==> config.mk <==
export PLATFORM = sky130hd
export DESIGN_NAME = cell_temp_result_registers
export DESIGN_NICKNAME = d
export VERILOG_FILES = /design/src/hdl/result_bank_pkg.sv /design/src/hdl/result_store.sv /design/src/hdl/cell_temp_result_registers.sv
export SDC_FILE = /design/constraint.sdc
export NUM_CORES = 1
export LEC_CHECK = 0
export BUFFER_PORTS_ARGS = -buffer_cell sky130_fd_sc_hd__buf_4
export CORE_MARGIN = 4
export CORE_UTILIZATION = 58
export CTS_CLUSTER_DIAMETER = 60
export CTS_CLUSTER_SIZE = 28
export DETAILED_ROUTE_END_ITERATION = 12
export PLACE_DENSITY = 0.76
export SLEW_MARGIN = 10
export SYNTH_ARGS = -nofsm -noshare
export SYNTH_HDL_FRONTEND = slang
export SYNTH_SLANG_ARGS = --single-unit
==> constraint.sdc <==
create_clock -name clk_i -period 2.4 [get_ports clk_i]
set_input_delay 0.48 -clock clk_i [delete_from_list [all_inputs] [get_ports clk_i]]
set_output_delay 0.48 -clock clk_i [all_outputs]
set_load 0.05 [all_outputs]
==> src/hdl/result_bank_pkg.sv <==
package result_bank_pkg;

   // conversion result geometry
   localparam int RESULT_W  = 12;          // bits per conversion result
   localparam int CHAN_NUM  = 6;           // cell4, cell5, cell6, cell7, sensor1, sensor2
   localparam int CHAN_W    = 3;           // width of a channel index
   localparam int ADDR_W    = 8;           // register address width
   localparam int DATA_W    = 8;           // register data width

   // channel indices into the result store
   localparam logic [CHAN_W-1:0] CHAN_CELL4   = 3'h0;
   localparam logic [CHAN_W-1:0] CHAN_CELL5   = 3'h1;
   localparam logic [CHAN_W-1:0] CHAN_CELL6   = 3'h2;
   localparam logic [CHAN_W-1:0] CHAN_CELL7   = 3'h3;
   localparam logic [CHAN_W-1:0] CHAN_SENSOR1 = 3'h4;
   localparam logic [CHAN_W-1:0] CHAN_SENSOR2 = 3'h5;

   // register offsets
   localparam logic [ADDR_W-1:0] CELL4_RESULT_HIGH   = 8'h0E;
   localparam logic [ADDR_W-1:0] CELL5_RESULT_LOW    = 8'h0F;
   localparam logic [ADDR_W-1:0] CELL5_RESULT_HIGH   = 8'h10;
   localparam logic [ADDR_W-1:0] CELL6_RESULT_LOW    = 8'h11;
   localparam logic [ADDR_W-1:0] CELL6_RESULT_HIGH   = 8'h12;
   localparam logic [ADDR_W-1:0] CELL7_RESULT_LOW    = 8'h13;
   localparam logic [ADDR_W-1:0] CELL7_RESULT_HIGH   = 8'h14;
   localparam logic [ADDR_W-1:0] SENSOR1_RESULT_LOW  = 8'h15;
   localparam logic [ADDR_W-1:0] SENSOR1_RESULT_HIGH = 8'h16;
   localparam logic [ADDR_W-1:0] SENSOR2_RESULT_LOW  = 8'h17;
   localparam logic [ADDR_W-1:0] SENSOR2_RESULT_HIGH = 8'h18;

   // bank limits; the bank starts one below a pair boundary (cell4 low lives elsewhere)
   localparam logic [ADDR_W-1:0] BANK_BASE = 8'h0D;    // virtual slot of cell4 low
   localparam logic [ADDR_W-1:0] BANK_LAST = SENSOR2_RESULT_HIGH;

   // field layout
   localparam int LOW_MSB  = 7;            // low register carries result bits 7..0
   localparam int HIGH_LSB = 8;            // high register carries result bits 11..8
   localparam int HIGH_W   = 4;            // high register field width, bits 7..4 reserved

   // reset values
   localparam logic [RESULT_W-1:0] RESULT_RESET = 12'h000;
   localparam logic [DATA_W-1:0]   DATA_RESET   = 8'h00;

   // result load from the conversion engine
   typedef struct packed {
      logic [CHAN_W-1:0]   chan;           // which result
      logic [RESULT_W-1:0] value;          // 12-bit conversion code
   } result_load_type;

   // host register access
   typedef struct packed {
      logic              rd;               // read strobe
      logic              wr;               // write strobe
      logic [ADDR_W-1:0] addr;             // register offset
      logic [DATA_W-1:0] wdata;            // write data, never stored
   } reg_req_type;

endpackage

==> src/hdl/result_store.sv <==
`timescale 1ns/1ps
module result_store
   import result_bank_pkg::*;
(
   // clock and reset
   input  wire logic                clk_i,
   input  wire logic                reset_i,
   // write side from the conversion engine
   input  wire logic                we_i,
   input  wire logic [CHAN_W-1:0]   wchan_i,
   input  wire logic [RESULT_W-1:0] wvalue_i,
   // read side
   input  wire logic                re_i,
   input  wire logic [CHAN_W-1:0]   rchan_i,
   output logic      [RESULT_W-1:0] rvalue_o
);

   logic [RESULT_W-1:0] mem_r [CHAN_NUM];   // one word per result channel

   // one storage word per channel; codes above the last channel are dropped
   for (genvar g = 0; g < CHAN_NUM; g++) begin : g_word
      always_ff @(posedge clk_i) begin
         if (reset_i) begin
            mem_r[g] <= RESULT_RESET;
         end else if (we_i && (wchan_i == CHAN_W'(g))) begin
            mem_r[g] <= wvalue_i;
         end
      end
   end

   // registered read; a load in the same cycle is seen on the next read only
   always_ff @(posedge clk_i) begin
      if (reset_i) begin
         rvalue_o <= RESULT_RESET;
      end else if (re_i) begin
         rvalue_o <= (rchan_i < CHAN_W'(CHAN_NUM)) ? mem_r[rchan_i] : RESULT_RESET;
      end
   end

endmodule

==> src/hdl/cell_temp_result_registers.sv <==
`timescale 1ns/1ps
module cell_temp_result_registers
   import result_bank_pkg::*;
(
   // clock and reset
   input  wire logic                clk_i,
   input  wire logic                reset_i,          // logic supply power-on reset
   // conversion engine result load
   input  wire logic                load_i,
   input  wire result_load_type     load_data_i,
   // host register port (from either serial port front end)
   input  wire reg_req_type         req_i,
   // read answer
   output logic                     rd_valid_o,
   output logic                     rd_hit_o,
   output logic      [DATA_W-1:0]   rdata_o,
   // write answer
   output logic                     wr_ack_o
);

   logic [ADDR_W-1:0]   slot;          // offset relative to the bank base
   logic                in_bank;       // address falls inside this bank
   logic [CHAN_W-1:0]   rd_chan;       // channel addressed by the read
   logic [RESULT_W-1:0] store_value;   // registered word from the store
   logic                rd_d1_r;       // read in flight, store stage
   logic                high_d1_r;     // the read targets a high register
   logic                hit_d1_r;      // the read hit the bank
   logic [DATA_W-1:0]   byte_nxt;      // byte to present

   // decode: pairs are laid out low then high, channel = slot / 2
   always_comb begin
      slot    = req_i.addr - BANK_BASE;
      in_bank = (req_i.addr > BANK_BASE) && (req_i.addr <= BANK_LAST);
      rd_chan = slot[CHAN_W:1];        // cell7 low at 0x13, sensors after it
   end

   // result words live in a small store; host writes never reach it
   result_store i_result_store (
      .clk_i    (clk_i),
      .reset_i  (reset_i),
      .we_i     (load_i),              // only the conversion engine writes
      .wchan_i  (load_data_i.chan),
      .wvalue_i (load_data_i.value),
      .re_i     (req_i.rd && in_bank),
      .rchan_i  (rd_chan),
      .rvalue_o (store_value)
   );

   // carry the read's decode alongside the store access
   always_ff @(posedge clk_i) begin
      if (reset_i) begin
         rd_d1_r   <= 1'b0;
         high_d1_r <= 1'b0;
         hit_d1_r  <= 1'b0;
      end else begin
         rd_d1_r   <= req_i.rd;
         high_d1_r <= slot[0];         // odd slot is the high half
         hit_d1_r  <= in_bank;
      end
   end

   // byte select; reserved bits and unmapped offsets read as zero
   always_comb begin
      byte_nxt = DATA_RESET;
      if (hit_d1_r) begin
         if (high_d1_r) begin
            byte_nxt[HIGH_W-1:0] = store_value[HIGH_LSB +: HIGH_W];
         end else begin
            byte_nxt = store_value[LOW_MSB:0];
         end
      end
   end

   // read answer register; outputs come straight from flops
   always_ff @(posedge clk_i) begin
      if (reset_i) begin
         rd_valid_o <= 1'b0;
         rd_hit_o   <= 1'b0;
         rdata_o    <= DATA_RESET;
      end else begin
         rd_valid_o <= rd_d1_r;
         rd_hit_o   <= rd_d1_r && hit_d1_r;
         if (rd_d1_r) begin
            rdata_o <= byte_nxt;
         end
      end
   end

   // writes are acknowledged and dropped, so a front end never hangs
   always_ff @(posedge clk_i) begin
      if (reset_i) begin
         wr_ack_o <= 1'b0;
      end else begin
         wr_ack_o <= req_i.wr;         // data discarded
      end
   end

   // assertions guarding the store path, the decode and the byte split
   // a load followed at once by reads of its pair exercises all three together;
   // the bench makes that pattern on purpose, so these are not left vacuous

   // full twelve bits of cell5 come back over its two registers
   a_cell5_full_result: assert property (
      @(posedge clk_i) disable iff (reset_i)
      (load_i && load_data_i.chan == CHAN_CELL5)
      ##1 (!load_i && req_i.rd && req_i.addr == CELL5_RESULT_HIGH)
      ##1 (!load_i && req_i.rd && req_i.addr == CELL5_RESULT_LOW)
      |-> ##1 (rd_valid_o && rdata_o == {4'h0, $past(load_data_i.value[11:8], 3)})
      ##1 (rd_valid_o && rdata_o == $past(load_data_i.value[7:0], 4)))
      else $error("cell5 result not returned across its pair");

   // low register returns bits 7..0
   a_low_byte_map: assert property (
      @(posedge clk_i) disable iff (reset_i)
      (load_i && load_data_i.chan == CHAN_CELL6)
      ##1 (!load_i && req_i.rd && req_i.addr == CELL6_RESULT_LOW)
      |-> ##2 (rd_valid_o && rd_hit_o && rdata_o == $past(load_data_i.value[7:0], 3)))
      else $error("low register does not carry result bits 7..0");

   // high register upper nibble always reads zero
   a_high_reserved_zero: assert property (
      @(posedge clk_i) disable iff (reset_i)
      (req_i.rd && in_bank && slot[0]) |-> ##2 (rd_valid_o && rdata_o[7:4] == 4'h0))
      else $error("reserved high nibble not zero");

   // first sensor pair holds its own result
   a_sensor1_pair: assert property (
      @(posedge clk_i) disable iff (reset_i)
      (load_i && load_data_i.chan == CHAN_SENSOR1)
      ##1 (!load_i && req_i.rd && req_i.addr == SENSOR1_RESULT_HIGH)
      |-> ##2 (rdata_o == {4'h0, $past(load_data_i.value[11:8], 3)}))
      else $error("sensor1 high register wrong");

   // second sensor pair holds its own result
   a_sensor2_pair: assert property (
      @(posedge clk_i) disable iff (reset_i)
      (load_i && load_data_i.chan == CHAN_SENSOR2)
      ##1 (!load_i && req_i.rd && req_i.addr == SENSOR2_RESULT_LOW)
      |-> ##2 (rdata_o == $past(load_data_i.value[7:0], 3)))
      else $error("sensor2 low register wrong");

   // cell7 low register is its own location
   a_cell7_low_own: assert property (
      @(posedge clk_i) disable iff (reset_i)
      (load_i && load_data_i.chan == CHAN_CELL7)
      ##1 (!load_i && req_i.rd && req_i.addr == CELL7_RESULT_LOW)
      |-> ##2 (rd_hit_o && rdata_o == $past(load_data_i.value[7:0], 3)))
      else $error("cell7 low register wrong");

   // a write between two reads of one register changes nothing
   a_write_no_effect: assert property (
      @(posedge clk_i) disable iff (reset_i)
      (!load_i && req_i.rd && in_bank)
      ##1 (!load_i && req_i.wr && !req_i.rd)
      ##1 (!load_i && req_i.rd && req_i.addr == $past(req_i.addr, 2))
      |-> ##2 (rdata_o == $past(rdata_o, 2)))
      else $error("host write altered a result");

   // write acknowledged exactly one cycle later
   a_write_ack: assert property (
      @(posedge clk_i) disable iff (reset_i)
      req_i.wr |=> wr_ack_o)
      else $error("write not acknowledged");

   // write answer only ever follows a write
   a_ack_needs_write: assert property (
      @(posedge clk_i) disable iff (reset_i)
      wr_ack_o |-> $past(req_i.wr))
      else $error("write answer without a write");

   // every read is answered exactly two cycles after it is taken
   a_read_latency: assert property (
      @(posedge clk_i) disable iff (reset_i)
      req_i.rd |-> ##2 rd_valid_o)
      else $error("read answer missing two cycles after the read");

   // no answer appears without a read two cycles before it
   a_valid_needs_read: assert property (
      @(posedge clk_i) disable iff (reset_i)
      rd_valid_o |-> $past(req_i.rd, 2))
      else $error("read answer without a read");

   // the mapped span answers with the hit flag set
   a_hit_in_span: assert property (
      @(posedge clk_i) disable iff (reset_i)
      (req_i.rd && req_i.addr >= CELL4_RESULT_HIGH && req_i.addr <= SENSOR2_RESULT_HIGH)
      |-> ##2 (rd_valid_o && rd_hit_o))
      else $error("mapped read answered without hit");

   // the hit flag is only raised for a read of the mapped span
   a_hit_needs_span: assert property (
      @(posedge clk_i) disable iff (reset_i)
      rd_hit_o
      |-> $past(req_i.addr >= CELL4_RESULT_HIGH && req_i.addr <= SENSOR2_RESULT_HIGH, 2))
      else $error("hit flag for an unmapped read");

   // offsets outside the span read zero without hit; cell4 low lives elsewhere
   a_unmapped_zero: assert property (
      @(posedge clk_i) disable iff (reset_i)
      (req_i.rd && (req_i.addr < CELL4_RESULT_HIGH || req_i.addr > SENSOR2_RESULT_HIGH))
      |-> ##2 (rd_valid_o && !rd_hit_o && rdata_o == DATA_RESET))
      else $error("unmapped read not answered with zero");

   // hit flag only travels with an answer
   a_hit_with_valid: assert property (
      @(posedge clk_i) disable iff (reset_i)
      rd_hit_o |-> rd_valid_o)
      else $error("hit flag without an answer");

   // read byte holds between answers; the guard skips the edge right after reset
   a_rdata_holds: assert property (
      @(posedge clk_i) disable iff (reset_i)
      (!rd_valid_o && !$past(reset_i)) |-> $stable(rdata_o))
      else $error("read byte changed without an answer");

   // all answers leave reset cleared
   a_reset_clears: assert property (
      @(posedge clk_i)
      $fell(reset_i) |-> (!rd_valid_o && !rd_hit_o && !wr_ack_o && rdata_o == DATA_RESET))
      else $error("outputs not cleared by reset");

endmodule

==> results of run 1 <==
-- metal layers --
| metal | global-route usage (%) | part of all wire [%] | up-vias |
|---|---|---|---|
| li1 | - | - | 1243 |
| met2 | 31.5 | 52 | 50 |
| met3 | 4.33 | 4.1 | 15 |
| met5 | 0 | 0 | - |
| met4 | 6.74 | 1.9 | 0 |
| met1 | 22.3 | 42 | 1156 |
-- cells in the final DEF (no fill, tap or decap), types with 2 or more instances in the layout --
master      n
buf_12      2
nand2_1    14
mux2i_1    12
buf_4      53
clkbuf_8    9
and2_1     73
dfxtp_1    26
nand3_1     9
nor2b_1     6
a21o_1      2
or2_0       9
edfxtp_1   72
inv_1       4
mux4_2     10
clkinv_1    4
bufinv_16   2
a31o_2      3
a32o_1     12
a21oi_1     8
nor3_1      4
or2_2       3
mux4_1      2
ha_1        3
mux2_2      4
nand2b_1   10
nor2_1      6
-- cell families after synthesis --
family,after synthesis
fa+ha+maj,3
buf+inv,21
flops,98
compound gates,28
mux,28
xor+xnor,2
simple gates,137
-- how the worst max path moves through the flow --
stage	end	slack [ns]	cells after the start
after global placement	i_result_store.rvalue_o[9]	-0.02	8
after floorplan	i_result_store.rvalue_o[0]	0.15	7
final	i_result_store.rvalue_o[9]	0.32	8
after detailed placement	i_result_store.rvalue_o[9]	-0.03	8
after CTS	i_result_store.rvalue_o[9]	0.33	8
after global routing	i_result_store.rvalue_o[9]	0.26	8
-- worst max-delay path, delay by kind of cell --
kind	cells	cell delay, ns
buffers and inverters	3	0.37
XOR/XNOR	1	0.16
AO/OA/AOI/OAI	1	0.24
adder cells (fa/ha/maj)	1	0.18
multiplexers	1	0.60
AND/OR/NAND/NOR	1	0.29
-- cell usage after synthesis --
cell       n  share of area, %
xnor2_1    1              0.20
o221ai_1   1              0.20
xor2_1     1              0.20
mux4_2    10               5.2
nor2_1     6              0.52
and4b_1    1              0.23
a21o_1     2              0.35
nor3_1     4              0.47
ha_1       3              0.87
o21ai_0    1              0.12
nand3_1    9               1.0
a31o_2     3              0.61
clkbuf_1  11              0.96
mux2_2     4               1.0
o21ba_2    1              0.23
and2_1    73                11
nand2b_1  10               1.5
mux4_1     2               1.2
a21oi_1    8              0.93
buf_6      1              0.26
nand2_1   14               1.2
a32o_1    12               2.8
nor3b_1    1              0.17
nor2b_1    6              0.87
edfxtp_1  72                50
nor4bb_1   1              0.23
inv_1      4              0.35
or2_2      3              0.44
or2_0      9               1.3
dfxtp_1   26                12
buf_2      4              0.47
buf_1      1             0.087
mux2i_1   12               2.8
-- power by group --
part,total [uW],internal (uW),switching (uW)
Sequential,1930,1900,27.1
Clock,1080,575,506
Combinational,349,176,172
Total,3360,2650,706
-- through the flow --
step	total power [uW]	util, %
finish	3360	69.2
CTS	3380	69.2
floorplan	2170	-
global placement	2310	66.3
detailed placement	2320	66.3
global route	3500	69.2
-- flip-flops by register name (all words and copies together) (netlist names) --
name / count
i_result_store.mem_r: 72
i_result_store.rvalue_o: 12
rdata_o: 8
high_d1_r: 1
hit_d1_r: 1
rd_d1_r: 1
rd_hit_o: 1
rd_valid_o: 1
wr_ack_o: 1
-- final cells by class --
cell class	instances	area (um^2)	share of cell area, %
clock inverter	7	83.8	1.68
timing repair buffer	55	438	8.78
tap	99	124	2.48
clock buffer	9	124	2.48
sequential	98	2680	53.8
inverter	4	15.0	0.301
multi-input combinational	198	1520	30.5
==> run summary, run 1 <==
Cell Rows: 31
hold path start: req_i[16]
Synth Area in XOR/XNOR: 0.408%
synth warn: 0
via count: 2464
ANT cells: 0
Final HPWL DP: 5.28 mm
Die Ht: 94.1 um
worst skew pair latency: 0.35 ns
wire length of the first global-routing pass: 12.0 mm
Final Hold Fails: 0
Total Wirelength: 7.29 mm
DR iter-0 viols: 161
starting density of the core: 59.6%
drt first pass iters: 4
Avg WL per Cell: 15.5 um
P&R area growth vs syn: 16.1%
final setup vio count: 0
Worst Hold Path EP: wr_ack_o
Placer Congestion: 0.728
main combinational cell family by area after synthesis: simple AND/OR/NAND/NOR gates
post-route insts no fill: 470
fraction of layout instances using a drive strength above 1: 23.7%
synth unique cells: 33
Setup Total Neg Slack: 0 ns
CP Cell Sequence: buf_4 > inv_1 > ha_1 > xor2_1 > buf_4 > mux4_1 > or2_2 > a32o_1
area of the core: 7210 um^2
DRT antenna net count: 0
remaining global-route overflow: 0
Max Slew Vio Count: 0
initial antenna violation count: 0
die area: 8850 um^2
largest net degree at the start of global routing: 25
RR Endpoint: i_result_store.rvalue_o[9]
RSZ-0062 raised after global routing: no
worst slack, placed: -0.0259 ns
Crit. Startpoint: req_i[8]
critical path class: input port to flip-flop
Residual DRC: 0
Setup crit start kind: input port
Hold WC Path Type: input port to flip-flop
CTS tree: built
slowest CP cell: mux4_1
critical path peak fanout: 5
Syn Nets: 356
worst hold stages: 2
Peak VDD IR: 0.481 mV
total placed cells including tap cells: 454
P_leak: 0.00191 uW
GRT Util Overall: 18.3%
mux contribution to synthesized area: 10.3%
Mapped Area: 4300 um^2
nets@finish: 405
final worst path period share: 86.8%
clock tree buffer depth: 2
number of I/O pins: 47
Post-Synth Adder-Cell Area: 0.874%
Worst slew margin: 58.8%
clk root buf: clkbuf_8
Reg2Reg Launch Point: i_result_store.mem_r[1][9]
H-tree depth: 3
Compound-Gate Fraction of Synth Area: 5.24%
Post-Syn Area per Cell: 13.6 um^2
die width: 94.1 um
status: complete, no violations
final clock skew: 0.00746 ns
Resized Gates After CTS: 0
number of buffers created by CTS: 9
Vias/cell: 5.24
Final min period: 2.08 ns
Seq/Total Area, Yosys: 62.4%
FF+latch count, synth: 98
cell area after placement: 4780 um^2
vias in the first global route: 2448
CTS Hold Bufs: 0
Worst-path clk slew: 0.08 ns
FF-to-FF path depth: 3
WHS: 0.345 ns
CP dominant cell by count: buf_4
Worst Tran Pin Value: 0.617 ns
cells after synthesis: 317
Post-CTS Setup Inserts: 0
max-cap violations: 0
Crit path required time: 2.64 ns
Fill cells: 517
final worst setup slack: 0.316 ns
element type at the critical path end: flip-flop
CP max stage delay: 0.60 ns
clock sink count: 98
R2R Setup Slk: 0.87 ns
Final Cell Area: 4990 um^2
WP data arrival: 2.33 ns
Max Clock Freq: 0.480 GHz
P per Cell Area: 673 nW/um^2
Port Buf Inserts: 38
Synth Area in Simple Gates: 18.6%
Power figures use the tool's default switching activity.
==> run 2: changes to the inputs <==
--- a/config.mk
+++ b/config.mk
@@ -12,6 +12,7 @@
 export CTS_CLUSTER_SIZE = 28
 export DETAILED_ROUTE_END_ITERATION = 12
 export PLACE_DENSITY = 0.76
+export RECOVER_POWER = 50
 export SLEW_MARGIN = 10
 export SYNTH_ARGS = -nofsm -noshare
 export SYNTH_HDL_FRONTEND = slang
==> run 2 against run 1 <==
Final cell count did not move. Worst setup slack improved by 0.013 ns. Maximum frequency rose by 0.64%. Global-route usage did not move. Design area fell by 1.1%. Core utilization fell by 0.73 points. First-iteration DRC count fell by 15%. Total power barely moved. Count of clock-buffer cells in the layout did not move. Critical path type unchanged. Largest power group unchanged.
==> run summary, run 2 (synthesized netlist as in run 1, its figures left out) <==
Post-CTS Setup Inserts: 0 (unchanged)
CP endpoint: i_result_store.rvalue_o[9]
largest net degree at the start of global routing: 25 (unchanged)
clock sink count: 98 (unchanged)
Total Wirelength: 7.33 mm (+0.56%)
Reg2Reg Launch Point: i_result_store.mem_r[1][9]
Cell Rows: 31 (unchanged)
Final min period: 2.07 ns (-0.0133 ns)
Pwr Total: 3360 uW (about the same)
remaining global-route overflow: 0 (unchanged)
H-tree depth: 3 (unchanged)
Final HPWL DP: 5.28 mm (unchanged)
die area: 8850 um^2 (unchanged)
critical path class: input port to flip-flop
Residual DRC: 0 (unchanged)
RR Endpoint: i_result_store.rvalue_o[9]
Worst-path clk slew: 0.08 ns (about the same)
FF-to-FF path depth: 3 (unchanged)
Avg WL per Cell: 15.6 um (+0.56%)
R2R Setup Slk: 0.87 ns (about the same)
area of the core: 7210 um^2 (unchanged)
CTS Hold Bufs: 0 (unchanged)
Reg with most FFs: i_result_store.mem_r
Placer Congestion: 0.728 (unchanged)
Setup Total Neg Slack: 0 ns (unchanged)
Hold WC Path Type: input port to flip-flop
Worst Tran Pin Value: 0.950 ns (+0.332 ns)
CTS tree: built
RSZ-0062 raised after global routing: no
die width: 94.1 um (unchanged)
fraction of layout instances using a drive strength above 1: 19.1% (-4.6 points)
clk root buf: clkbuf_8
Vias/cell: 5.21 (-0.57%)
final clock skew: 0.00717 ns (-0.000289 ns)
final setup vio count: 0 (unchanged)
Setup crit start kind: input port
drt first pass iters: 4 (unchanged)
vias in the first global route: 2448 (unchanged)
starting density of the core: 59.6% (unchanged)
Final Hold Fails: 0 (unchanged)
clock tree buffer depth: 2 (unchanged)
ANT cells: 0 (unchanged)
most common cell after layout, fill and taps aside: edfxtp_1
max-cap violations: 0 (unchanged)
Crit. Startpoint: req_i[8]
Crit path required time: 2.64 ns (about the same)
number of buffers created by CTS: 9 (unchanged)
cell area after placement: 4780 um^2 (unchanged)
Port Buf Inserts: 38 (unchanged)
status: complete, no violations
DRT antenna net count: 0 (unchanged)
nets@finish: 405 (unchanged)
Max Slew Vio Count: 0 (unchanged)
P per Cell Area: 680 nW/um^2 (+0.98%)
number of I/O pins: 47 (unchanged)
WP data arrival: 2.31 ns (-0.02 ns)
final worst setup slack: 0.330 ns (+0.0133 ns)
Fill cells: 537 (+3.9%)
commonest cells after routing, fill and taps aside: 72 x edfxtp_1, 55 x and2_1, 38 x buf_4
via count: 2450 (-0.57%)
initial antenna violation count: 0 (unchanged)
Peak VDD IR: 0.481 mV (about the same)
Resized Gates After CTS: 0 (unchanged)
GRT Util Overall: 18.3% (unchanged)
Worst slew margin: 36.7% (-22 points)
wire length of the first global-routing pass: 12.0 mm (unchanged)
max reg flops: 72 (unchanged)
DR iter-0 viols: 137 (-15%)
largest registers: i_result_store.mem_r: 72 flops, i_result_store.rvalue_o: 12 flops, rdata_o: 8 flops
worst skew pair latency: 0.35 ns (about the same)
P_leak: 0.00183 uW (-4.1%)
final worst path period share: 86.3% (-0.55 points)
fin util: 68.4% (-0.73 points)
worst slack, placed: -0.0259 ns (unchanged)
Final Cell Area: 4940 um^2 (-1.1%)
Die Ht: 94.1 um (unchanged)
critical path peak fanout: 5 (unchanged)
Max Clock Freq: 0.483 GHz (+0.64%)
element type at the critical path end: flip-flop
P&R area growth vs syn: 14.9%
-- run 2: layout make-up --
cell class,count,area [um^2],share of cell area (%)
clock buffers,9,124,2.51
well taps,99,124,2.51
inverters,4,15.0,0.304
clock inverters,7,83.8,1.70
repair buffers,55,385,7.81
multi-input cells,198,1520,30.8
flip-flops and latches,98,2680,54.3
-- run 2: how the worst min path moves through the flow --
stage,from,endpoint,slack (ns),cells after the start
after global placement,i_result_store.rvalue_o[10],i_result_store.rvalue_o[10],0.45,1
after floorplan,i_result_store.rvalue_o[10],i_result_store.rvalue_o[10],0.44,1
final,req_i[16],wr_ack_o,0.34,2
after CTS,req_i[16],wr_ack_o,0.34,2
after global routing,req_i[16],wr_ack_o,0.36,2
after detailed placement,i_result_store.rvalue_o[3],i_result_store.rvalue_o[3],0.45,1
-- run 2: power breakdown --
group	switching, uW	leakage (uW)	internal [uW]	total [uW]
combinational	173	0.000817	173	345
clock	507	0.000103	575	1080
sequential	26.9	0.000907	1900	1930
-- run 2: critical path, cell delays in order --
cell	delay, ns
buf_4	0.11
inv_1	0.06
ha_1	0.18
xor2_1	0.15
buf_4	0.20
mux4_1	0.59
or2_2	0.29
a32o_1	0.24
-- run 2: through the flow --
stage	hold WS, ns	instances
2_1_floorplan	0.436	317
3_3_place_gp	0.449	454
3_5_place_dp	0.452	454
4_1_cts	0.336	470
5_1_grt	0.360	470
6_report	0.345	470
-- run 2: routing by layer --
metal | part of all wire, % | global-route usage, % | vias to the layer above
li1 | - | - | 1243
met1 | 42 | 22.3 | 1140
met2 | 52 | 31.5 | 52
met3 | 4.1 | 4.33 | 15
met4 | 2.0 | 6.74 | 0
met5 | 0 | 0 | -
